===== src/rtl/psc_pkg.sv =====
`default_nettype none
// ============================================================
// shared constants and types
package psc_pkg;

  // ============================================================
  // power-mode control register layout
  typedef struct packed {
    logic       slow_osc_enable;
    logic       fast_osc_enable;
    logic       tick_timer_slow_clock_select;
    logic       core_clock_source_select;
    logic       rsvd;
    logic [2:0] window_tap_select;
  } psc_pmc_t;

  localparam logic [7:0]  PMC_RESET_VAL   = 8'h40;
  // legal upper-nibble encodings: high, high/dual, dual, dual/low, low
  localparam logic [3:0]  MODE_HIGH       = 4'h4;
  localparam logic [3:0]  MODE_HIGH_DUAL  = 4'hc;
  localparam logic [3:0]  MODE_DUAL       = 4'he;
  localparam logic [3:0]  MODE_DUAL_LOW   = 4'hf;
  localparam logic [3:0]  MODE_LOW        = 4'hb;

  // ============================================================
  // timing and timer layout
  localparam int          INST_DIV        = 5;
  localparam int          TIMER_W         = 16;
  localparam logic [15:0] STARTUP_LOAD    = 16'h0100;
  localparam int          TAP_BASE_BIT    = 12;
  localparam logic [2:0]  TAP_MAX_SEL     = 3'h4;
  localparam logic [15:0] RESET_VECTOR    = 16'h0000;

  // ============================================================
  // controller states
  typedef enum logic [1:0] {
    PSC_RUN,
    PSC_HALT,
    PSC_STARTUP,
    PSC_IDLE
  } psc_state_t;

endpackage : psc_pkg
`default_nettype wire


===== src/rtl/psc_halt_idle_ctrl.sv =====
`default_nettype none
module psc_halt_idle_ctrl
  import psc_pkg::*;
#(
  parameter int WAKE_W = 8
) (
  // clock and reset
  input  wire logic              clk,
  input  wire logic              arst_n,
  // core software controls
  input  wire logic              halt_request,
  input  wire logic              idle_request,
  input  wire logic              halt_disable_option,
  input  wire logic              startup_delay_select,
  input  wire logic              pmc_write,
  input  wire logic [7:0]        pmc_wdata,
  input  wire logic              pending_clear,
  input  wire logic              idle_tick_irq_enable,
  // pins
  input  wire logic [WAKE_W-1:0] wake_pins,
  input  wire logic [WAKE_W-1:0] wake_enable,
  input  wire logic [WAKE_W-1:0] wake_rising,
  input  wire logic              osc_amp_ok_pin,
  input  wire logic              slow_clk_pin,
  // core side status
  output logic                   core_clk_enable,
  output logic                   fetch_restart,
  output logic [15:0]            fetch_address,
  output logic                   halted,
  output logic                   idling,
  output logic                   starting,
  output logic                   idle_exit,
  output logic                   self_reset,
  // idle tick
  output logic                   idle_tick_pending,
  output logic                   idle_tick_irq,
  // mode register
  output logic [7:0]             power_mode_control_reg,
  output logic                   slow_osc_enable,
  output logic                   fast_osc_enable,
  output logic                   tick_timer_slow_clock_select,
  output logic                   core_clock_source_select
);

  // ============================================================
  // clock ticks and synchronised pins
  logic              inst_tick;
  logic [WAKE_W-1:0] wake_rise;
  logic [WAKE_W-1:0] wake_fall;
  logic              amp_ok;
  logic              slow_rise;
  logic              unused_slow_level;
  logic              unused_amp_rise;

  psc_inst_div #(
    .DIV (INST_DIV)
  ) u_div (
    .clk    (clk),
    .arst_n (arst_n),
    .tick   (inst_tick)
  );

  psc_pin_sync #(
    .W (WAKE_W)
  ) u_wake_sync (
    .clk    (clk),
    .arst_n (arst_n),
    .pin    (wake_pins),
    .level  (),
    .rise   (wake_rise),
    .fall   (wake_fall)
  );

  psc_pin_sync #(
    .W (2)
  ) u_osc_sync (
    .clk    (clk),
    .arst_n (arst_n),
    .pin    ({slow_clk_pin, osc_amp_ok_pin}),
    .level  ({unused_slow_level, amp_ok}),
    .rise   ({slow_rise, unused_amp_rise}),
    .fall   ()
  );

  logic wake_event;
  assign wake_event = |(wake_enable & ((wake_rise & wake_rising) | (wake_fall & ~wake_rising)));

  // ============================================================
  // power-mode control register
  psc_pmc_t pmc_reg;
  logic     mode_illegal;
  logic     self_reset_reg;

  always_comb
  begin
    mode_illegal = 1'b0;
    if (pmc_write)
    begin
      if (pmc_wdata[7:4] != MODE_HIGH && pmc_wdata[7:4] != MODE_HIGH_DUAL &&
          pmc_wdata[7:4] != MODE_DUAL && pmc_wdata[7:4] != MODE_DUAL_LOW &&
          pmc_wdata[7:4] != MODE_LOW)
        mode_illegal = 1'b1;
    end
  end

  always_ff @(posedge clk or negedge arst_n)
  begin
    if (!arst_n)
      pmc_reg <= psc_pmc_t'(PMC_RESET_VAL);
    else if (mode_illegal)
      pmc_reg <= psc_pmc_t'(PMC_RESET_VAL);
    else if (pmc_write)
      pmc_reg <= psc_pmc_t'({pmc_wdata[7:4], 1'b0, pmc_wdata[2:0]});
  end

  always_ff @(posedge clk or negedge arst_n)
  begin
    if (!arst_n)
      self_reset_reg <= 1'b0;
    else
      self_reset_reg <= mode_illegal;
  end

  // ============================================================
  // power-save state machine
  psc_state_t       state_reg;
  logic [TIMER_W-1:0] timer_reg;
  logic             startup_done;
  logic             tap_toggle;
  logic             idle_exit_reg;
  logic             restart_reg;

  // startup_delay_select has no effect: the wake delay is always inserted
  assign startup_done = (state_reg == PSC_STARTUP) && inst_tick && amp_ok &&
                        (timer_reg == 16'h0001);

  always_ff @(posedge clk or negedge arst_n)
  begin
    if (!arst_n)
      state_reg <= PSC_RUN;
    else if (mode_illegal)
      state_reg <= PSC_RUN;
    else
    begin
      case (state_reg)
        PSC_RUN:
        begin
          if (halt_request && !halt_disable_option)
            state_reg <= PSC_HALT;
          else if (idle_request)
            state_reg <= PSC_IDLE;
        end
        PSC_HALT:
        begin
          if (wake_event)
            state_reg <= PSC_STARTUP;
        end
        PSC_STARTUP:
        begin
          if (startup_done)
            state_reg <= PSC_RUN;
        end
        PSC_IDLE:
        begin
          if (tap_toggle || wake_event)
            state_reg <= PSC_RUN;
        end
        default:
          state_reg <= PSC_RUN;
      endcase
    end
  end

  always_ff @(posedge clk or negedge arst_n)
  begin
    if (!arst_n)
      idle_exit_reg <= 1'b0;
    else
      idle_exit_reg <= (state_reg == PSC_IDLE) && (tap_toggle || wake_event);
  end

  always_ff @(posedge clk or negedge arst_n)
  begin
    if (!arst_n)
      restart_reg <= 1'b1;
    else
      restart_reg <= mode_illegal;
  end

  // ============================================================
  // idle timer: counts in every state but HALT, loaded on a halt wake, hidden from software
  logic             timer_step;
  logic [TIMER_W-1:0] timer_next;
  logic [4:0]       tap_bit;
  logic [TIMER_W-1:0] tap_mask;

  // timer source: amplitude-gated instruction ticks in STARTUP, else slow-clock edges when slow select is set, else instruction ticks;
  // the fast clock is stopped in HALT so nothing counts there
  always_comb
  begin
    timer_step = 1'b0;
    if (state_reg == PSC_STARTUP)
      timer_step = inst_tick && amp_ok;
    else if (state_reg != PSC_HALT)
    begin
      if (pmc_reg.tick_timer_slow_clock_select)
        timer_step = slow_rise;
      else
        timer_step = inst_tick;
    end
  end

  assign timer_next = timer_reg - 16'h0001;

  always_ff @(posedge clk or negedge arst_n)
  begin
    if (!arst_n)
      timer_reg <= '0;
    else if (state_reg == PSC_HALT && wake_event)
      timer_reg <= STARTUP_LOAD;
    else if (timer_step)
      timer_reg <= timer_next;
  end

  // codes above the 64k entry fall back to the 64k tap
  assign tap_bit = (pmc_reg.window_tap_select > TAP_MAX_SEL) ? 5'(TAP_BASE_BIT + 4)
                 : 5'(TAP_BASE_BIT + 32'(pmc_reg.window_tap_select));
  // a decrement flips the tap bit when all bits below it are zero; the 64k tap is the borrow out
  assign tap_mask = TIMER_W'((32'h1 << tap_bit) - 32'h1);

  assign tap_toggle = timer_step && (state_reg != PSC_STARTUP) &&
                      ((timer_reg & tap_mask) == '0);

  // ============================================================
  // pending flag and interrupt
  logic pending_reg;

  always_ff @(posedge clk or negedge arst_n)
  begin
    if (!arst_n)
      pending_reg <= 1'b0;
    else if (tap_toggle)
      pending_reg <= 1'b1; // set wins over a same-cycle clear
    else if (pending_clear)
      pending_reg <= 1'b0;
  end

  // ============================================================
  // outputs
  assign core_clk_enable              = (state_reg == PSC_RUN);
  assign fetch_restart                = restart_reg;
  assign fetch_address                = RESET_VECTOR;
  assign halted                       = (state_reg == PSC_HALT);
  assign idling                       = (state_reg == PSC_IDLE);
  assign starting                     = (state_reg == PSC_STARTUP);
  assign idle_exit                    = idle_exit_reg;
  assign self_reset                   = self_reset_reg;
  assign idle_tick_pending            = pending_reg;
  assign idle_tick_irq                = pending_reg && idle_tick_irq_enable;
  assign power_mode_control_reg       = pmc_reg;
  assign slow_osc_enable              = pmc_reg.slow_osc_enable;
  assign fast_osc_enable              = pmc_reg.fast_osc_enable;
  assign tick_timer_slow_clock_select = pmc_reg.tick_timer_slow_clock_select;
  assign core_clock_source_select     = pmc_reg.core_clock_source_select;

  // helper: cycles spent in the start-up wait, saturating
  logic [11:0] start_cyc_reg;

  always_ff @(posedge clk or negedge arst_n)
  begin
    if (!arst_n)
      start_cyc_reg <= 12'h000;
    else if (state_reg != PSC_STARTUP)
      start_cyc_reg <= 12'h000;
    else if (start_cyc_reg != 12'hfff)
      start_cyc_reg <= start_cyc_reg + 12'h001;
  end
endmodule : psc_halt_idle_ctrl
`default_nettype wire


===== src/rtl/psc_inst_div.sv =====
`default_nettype none
// ============================================================
// instruction-cycle tick: one pulse every DIV oscillator clocks
module psc_inst_div
  import psc_pkg::*;
#(
  parameter int DIV = INST_DIV
) (
  // clock and reset
  input  wire logic clk,
  input  wire logic arst_n,
  // tick out
  output logic      tick
);

  logic [7:0] cnt_reg;

  always_ff @(posedge clk or negedge arst_n)
  begin
    if (!arst_n)
      cnt_reg <= 8'h00;
    else if (cnt_reg == 8'(DIV - 1))
      cnt_reg <= 8'h00;
    else
      cnt_reg <= cnt_reg + 8'h01;
  end

  assign tick = (cnt_reg == 8'(DIV - 1));

endmodule : psc_inst_div
`default_nettype wire


===== src/rtl/psc_pin_sync.sv =====
`default_nettype none
// ============================================================
// two-flop synchroniser with edge detect on the settled level
module psc_pin_sync #(
  parameter int W = 1
) (
  // clock and reset
  input  wire logic         clk,
  input  wire logic         arst_n,
  // pin side
  input  wire logic [W-1:0] pin,
  // synchronous side
  output logic      [W-1:0] level,
  output logic      [W-1:0] rise,
  output logic      [W-1:0] fall
);

  logic [W-1:0] meta_reg;
  logic [W-1:0] sync_reg;
  logic [W-1:0] prev_reg;

  always_ff @(posedge clk or negedge arst_n)
  begin
    if (!arst_n)
    begin
      meta_reg <= '0;
      sync_reg <= '0;
      prev_reg <= '0;
    end
    else
    begin
      meta_reg <= pin;
      sync_reg <= meta_reg;
      prev_reg <= sync_reg;
    end
  end

  assign level = sync_reg;
  assign rise  = sync_reg & ~prev_reg;
  assign fall  = ~sync_reg & prev_reg;

endmodule : psc_pin_sync
`default_nettype wire


===== config.mk =====
export PLATFORM = sky130hd
export DESIGN_NAME = psc_halt_idle_ctrl
export DESIGN_NICKNAME = d
export VERILOG_FILES = /design/src/rtl/psc_pkg.sv /design/src/rtl/psc_halt_idle_ctrl.sv /design/src/rtl/psc_inst_div.sv /design/src/rtl/psc_pin_sync.sv
export SDC_FILE = /design/constraint.sdc
export NUM_CORES = 1
export LEC_CHECK = 0
export BUFFER_PORTS_ARGS = -buffer_cell sky130_fd_sc_hd__buf_2
export CORE_ASPECT_RATIO = 1.25
export CORE_MARGIN = 1
export CORE_UTILIZATION = 45
export CTS_CLUSTER_DIAMETER = 40
export DETAILED_ROUTE_END_ITERATION = 16
export HOLD_SLACK_MARGIN = 0.12
export PLACE_DENSITY = 0.77
export SLEW_MARGIN = 20
export SYNTH_ARGS = -nofsm -noshare
export SYNTH_HDL_FRONTEND = slang
export SYNTH_HIERARCHICAL = 1
export SYNTH_SLANG_ARGS = --single-unit

===== constraint.sdc =====
create_clock -name clk -period 4.5 [get_ports clk]
set_input_delay 0.9 -clock clk [delete_from_list [all_inputs] [get_ports clk]]
set_output_delay 0.9 -clock clk [all_outputs]
set_load 0.03 [all_outputs]

==> results.toml <==
[sta]
rsz0062_at_grt = "no"
post-route-min-period_ns = 2.63
setup_viol = 0
slew_viol_final = 0
slew_headroom = 0.513
timing.final.crit_share = 0.585
hold_viol_final = 0
max_freq_mhz = 380
worst_slew_pin_slew_ns = 0.728
fin_skew_ns = 0.00651
tns_ns = 0

[clock_tree]
post_cts_buffers = 0
cts_root_buffer = "clkbuf_8"
cts_buffers = 9
clk_latency_ns = 0.34
cts_resized = 0
cts_tree = "done"
cts.sinks = 66
cts_hold_buffers = 0
cts_buffer_depth = 2
path_clk_slew_ns = 0.07
h-tree-depth = 3

[place]
numPortBuffers = 60
place_area_um2 = 3430
post-place-cells = 411
post-dp-hpwl_um = 4010
gp_congestion = 0.818

[routing]
drc = 0
drt_wl_total_um = 5470
ant_nets = 0
drt_iter0_drc = 113
via_count = 2111
detail_route.wl_per_cell_um = 12.8
viasPerCell = 4.94
first_pass_iters = 4

[synthesis]
ys_warn_count = 6
syn_area_per_cell_um2 = 11.5
syn-instance-count = 272
syn_area_um2 = 3140

[final_layout]
largest_reg_flops = 16
final_cell_mix = "dfrtp_1 (64), buf_2 (59), nor2_1 (25)"
final_cells = 427
syn_to_final_growth_pct = 15.8
nets = 383
layout_commonest_cell = "dfrtp_1"
n_antenna_cell = 0
drive_gt1_frac = 0.324
postLayoutCellArea_um2 = 3630

[worst_setup_path]
path_cells = "inv_1 > ha_1 > nand4bb_1 > nor4_4 > mux2i_1 > o31ai_4 > nand4_1 > xor2_1 > nor2_1"
crit_fanout = 17
rr_endpoint = "timer_reg[14]"
cp-end-kind = "flip-flop"
required_ns = 4.70
reg2reg_from = "u_div/cnt_reg[0]"
critPathKind = "reg2reg"
worstPathArrival_ns = 2.83
max_stage_delay_ns = 0.62
worstSetupStartpointType = "flip-flop"
reg2reg_slack_ns = 1.87
crit_slowest_cell = "o31ai_4"
ff2ff_path_depth = 9

[floorplan]
io-pin-count = 80
start_util = 0.472
fp.dieArea_um2 = 7310
core_um2 = 6650
die_x_um = 76.7
rows = 33
chipHeight_um = 95.3

[power]
p_seq_frac = 0.419
p_sw_uw = 666
clock_power_share = 0.267
internal_power_uw = 1200
peakVddDrop_mv = 0.249
power-per-cell-area_nw_per_um2 = 513
power_frac_comb = 0.315
p_leak_uw = 0.00176
sw_frac_of_total = 0.358

[min_path]
whs_endpoint = "u_wake_sync/level[7]"
min_path_type = "reg2reg"
hold_path_startpoint = "u_wake_sync/meta_reg[7]"
hold_depth = 0

[grt]
antenna_found_initial = 0
overflow = 0
grt_max_degree = 48
grt_usage = 0.172
grt_pass1_vias = 2171
grt_pass1_wl_um = 9600

[run]
cap_violations = 0

[run_status]
status = "finished clean"
## worst max-delay path by stage
stage / from / endpoint / slack (ns) / cells past startpoint
floorplan: wake_rising[1] / timer_reg[0] / 2.36 / 7
global placement: wake_rising[3] / timer_reg[11] / 1.75 / 6
detailed placement: wake_rising[3] / timer_reg[1] / 1.66 / 6
CTS: u_div/cnt_reg[0] / timer_reg[14] / 1.84 / 9
global route: u_div/cnt_reg[0] / timer_reg[9] / 1.58 / 9
finish: u_div/cnt_reg[0] / timer_reg[14] / 1.87 / 9
## power groups by stage
| stage | Sequential (uW) | Combinational (uW) | Clock (uW) |
|---|---|---|---|
| floorplan | 778 | 485 | 0 |
| global placement | 782 | 572 | 0 |
| detailed placement | 787 | 590 | 0 |
| CTS | 778 | 589 | 507 |
| global route | 796 | 647 | 532 |
| finish | 780 | 586 | 497 |
## per-stage QoR
stage / hold WS [ns] / total power (uW) / util / setup slack [ns]
after global routing: 0.361 / 1980 / 0.546 / 1.58
after global placement: 0.333 / 1350 / 0.516 / 1.75
after floorplan: 0.331 / 1260 / - / 2.36
after CTS: 0.353 / 1870 / 0.546 / 1.84
after detailed placement: 0.337 / 1380 / 0.516 / 1.66
final: 0.351 / 1860 / 0.546 / 1.87
## critical path: cells and delay by family (launching register included)
kind,cells,cell delay (ns)
flip-flops,1,0.44
AND/OR/NAND/NOR,4,0.79
multiplexers,1,0.23
XOR/XNOR,1,0.18
buffers and inverters,1,0.08
adder cells (fa/ha/maj),1,0.15
AO/OA/AOI/OAI,1,0.62
## routing by layer
metal	global-route usage	vias to the layer above	wire, um
li1	-	1023	-
met1	0.201	1013	2380
met2	0.290	61	2720
met3	0.0373	14	205
met4	0.106	0	156
met5	0	-	0
## final cells by class
| type | instances | area, um2 |
|---|---|---|
| well taps | 87 | 109 |
| flip-flops and latches | 66 | 1650 |
| multi-input cells | 188 | 1330 |
| inverters | 9 | 33.8 |
| fillers | 589 | 3020 |
| repair buffers | 61 | 310 |
| clock inverters | 2 | 35.0 |
| clock buffers | 14 | 163 |
No activity file was read; power rests on OpenSTA's default activity.
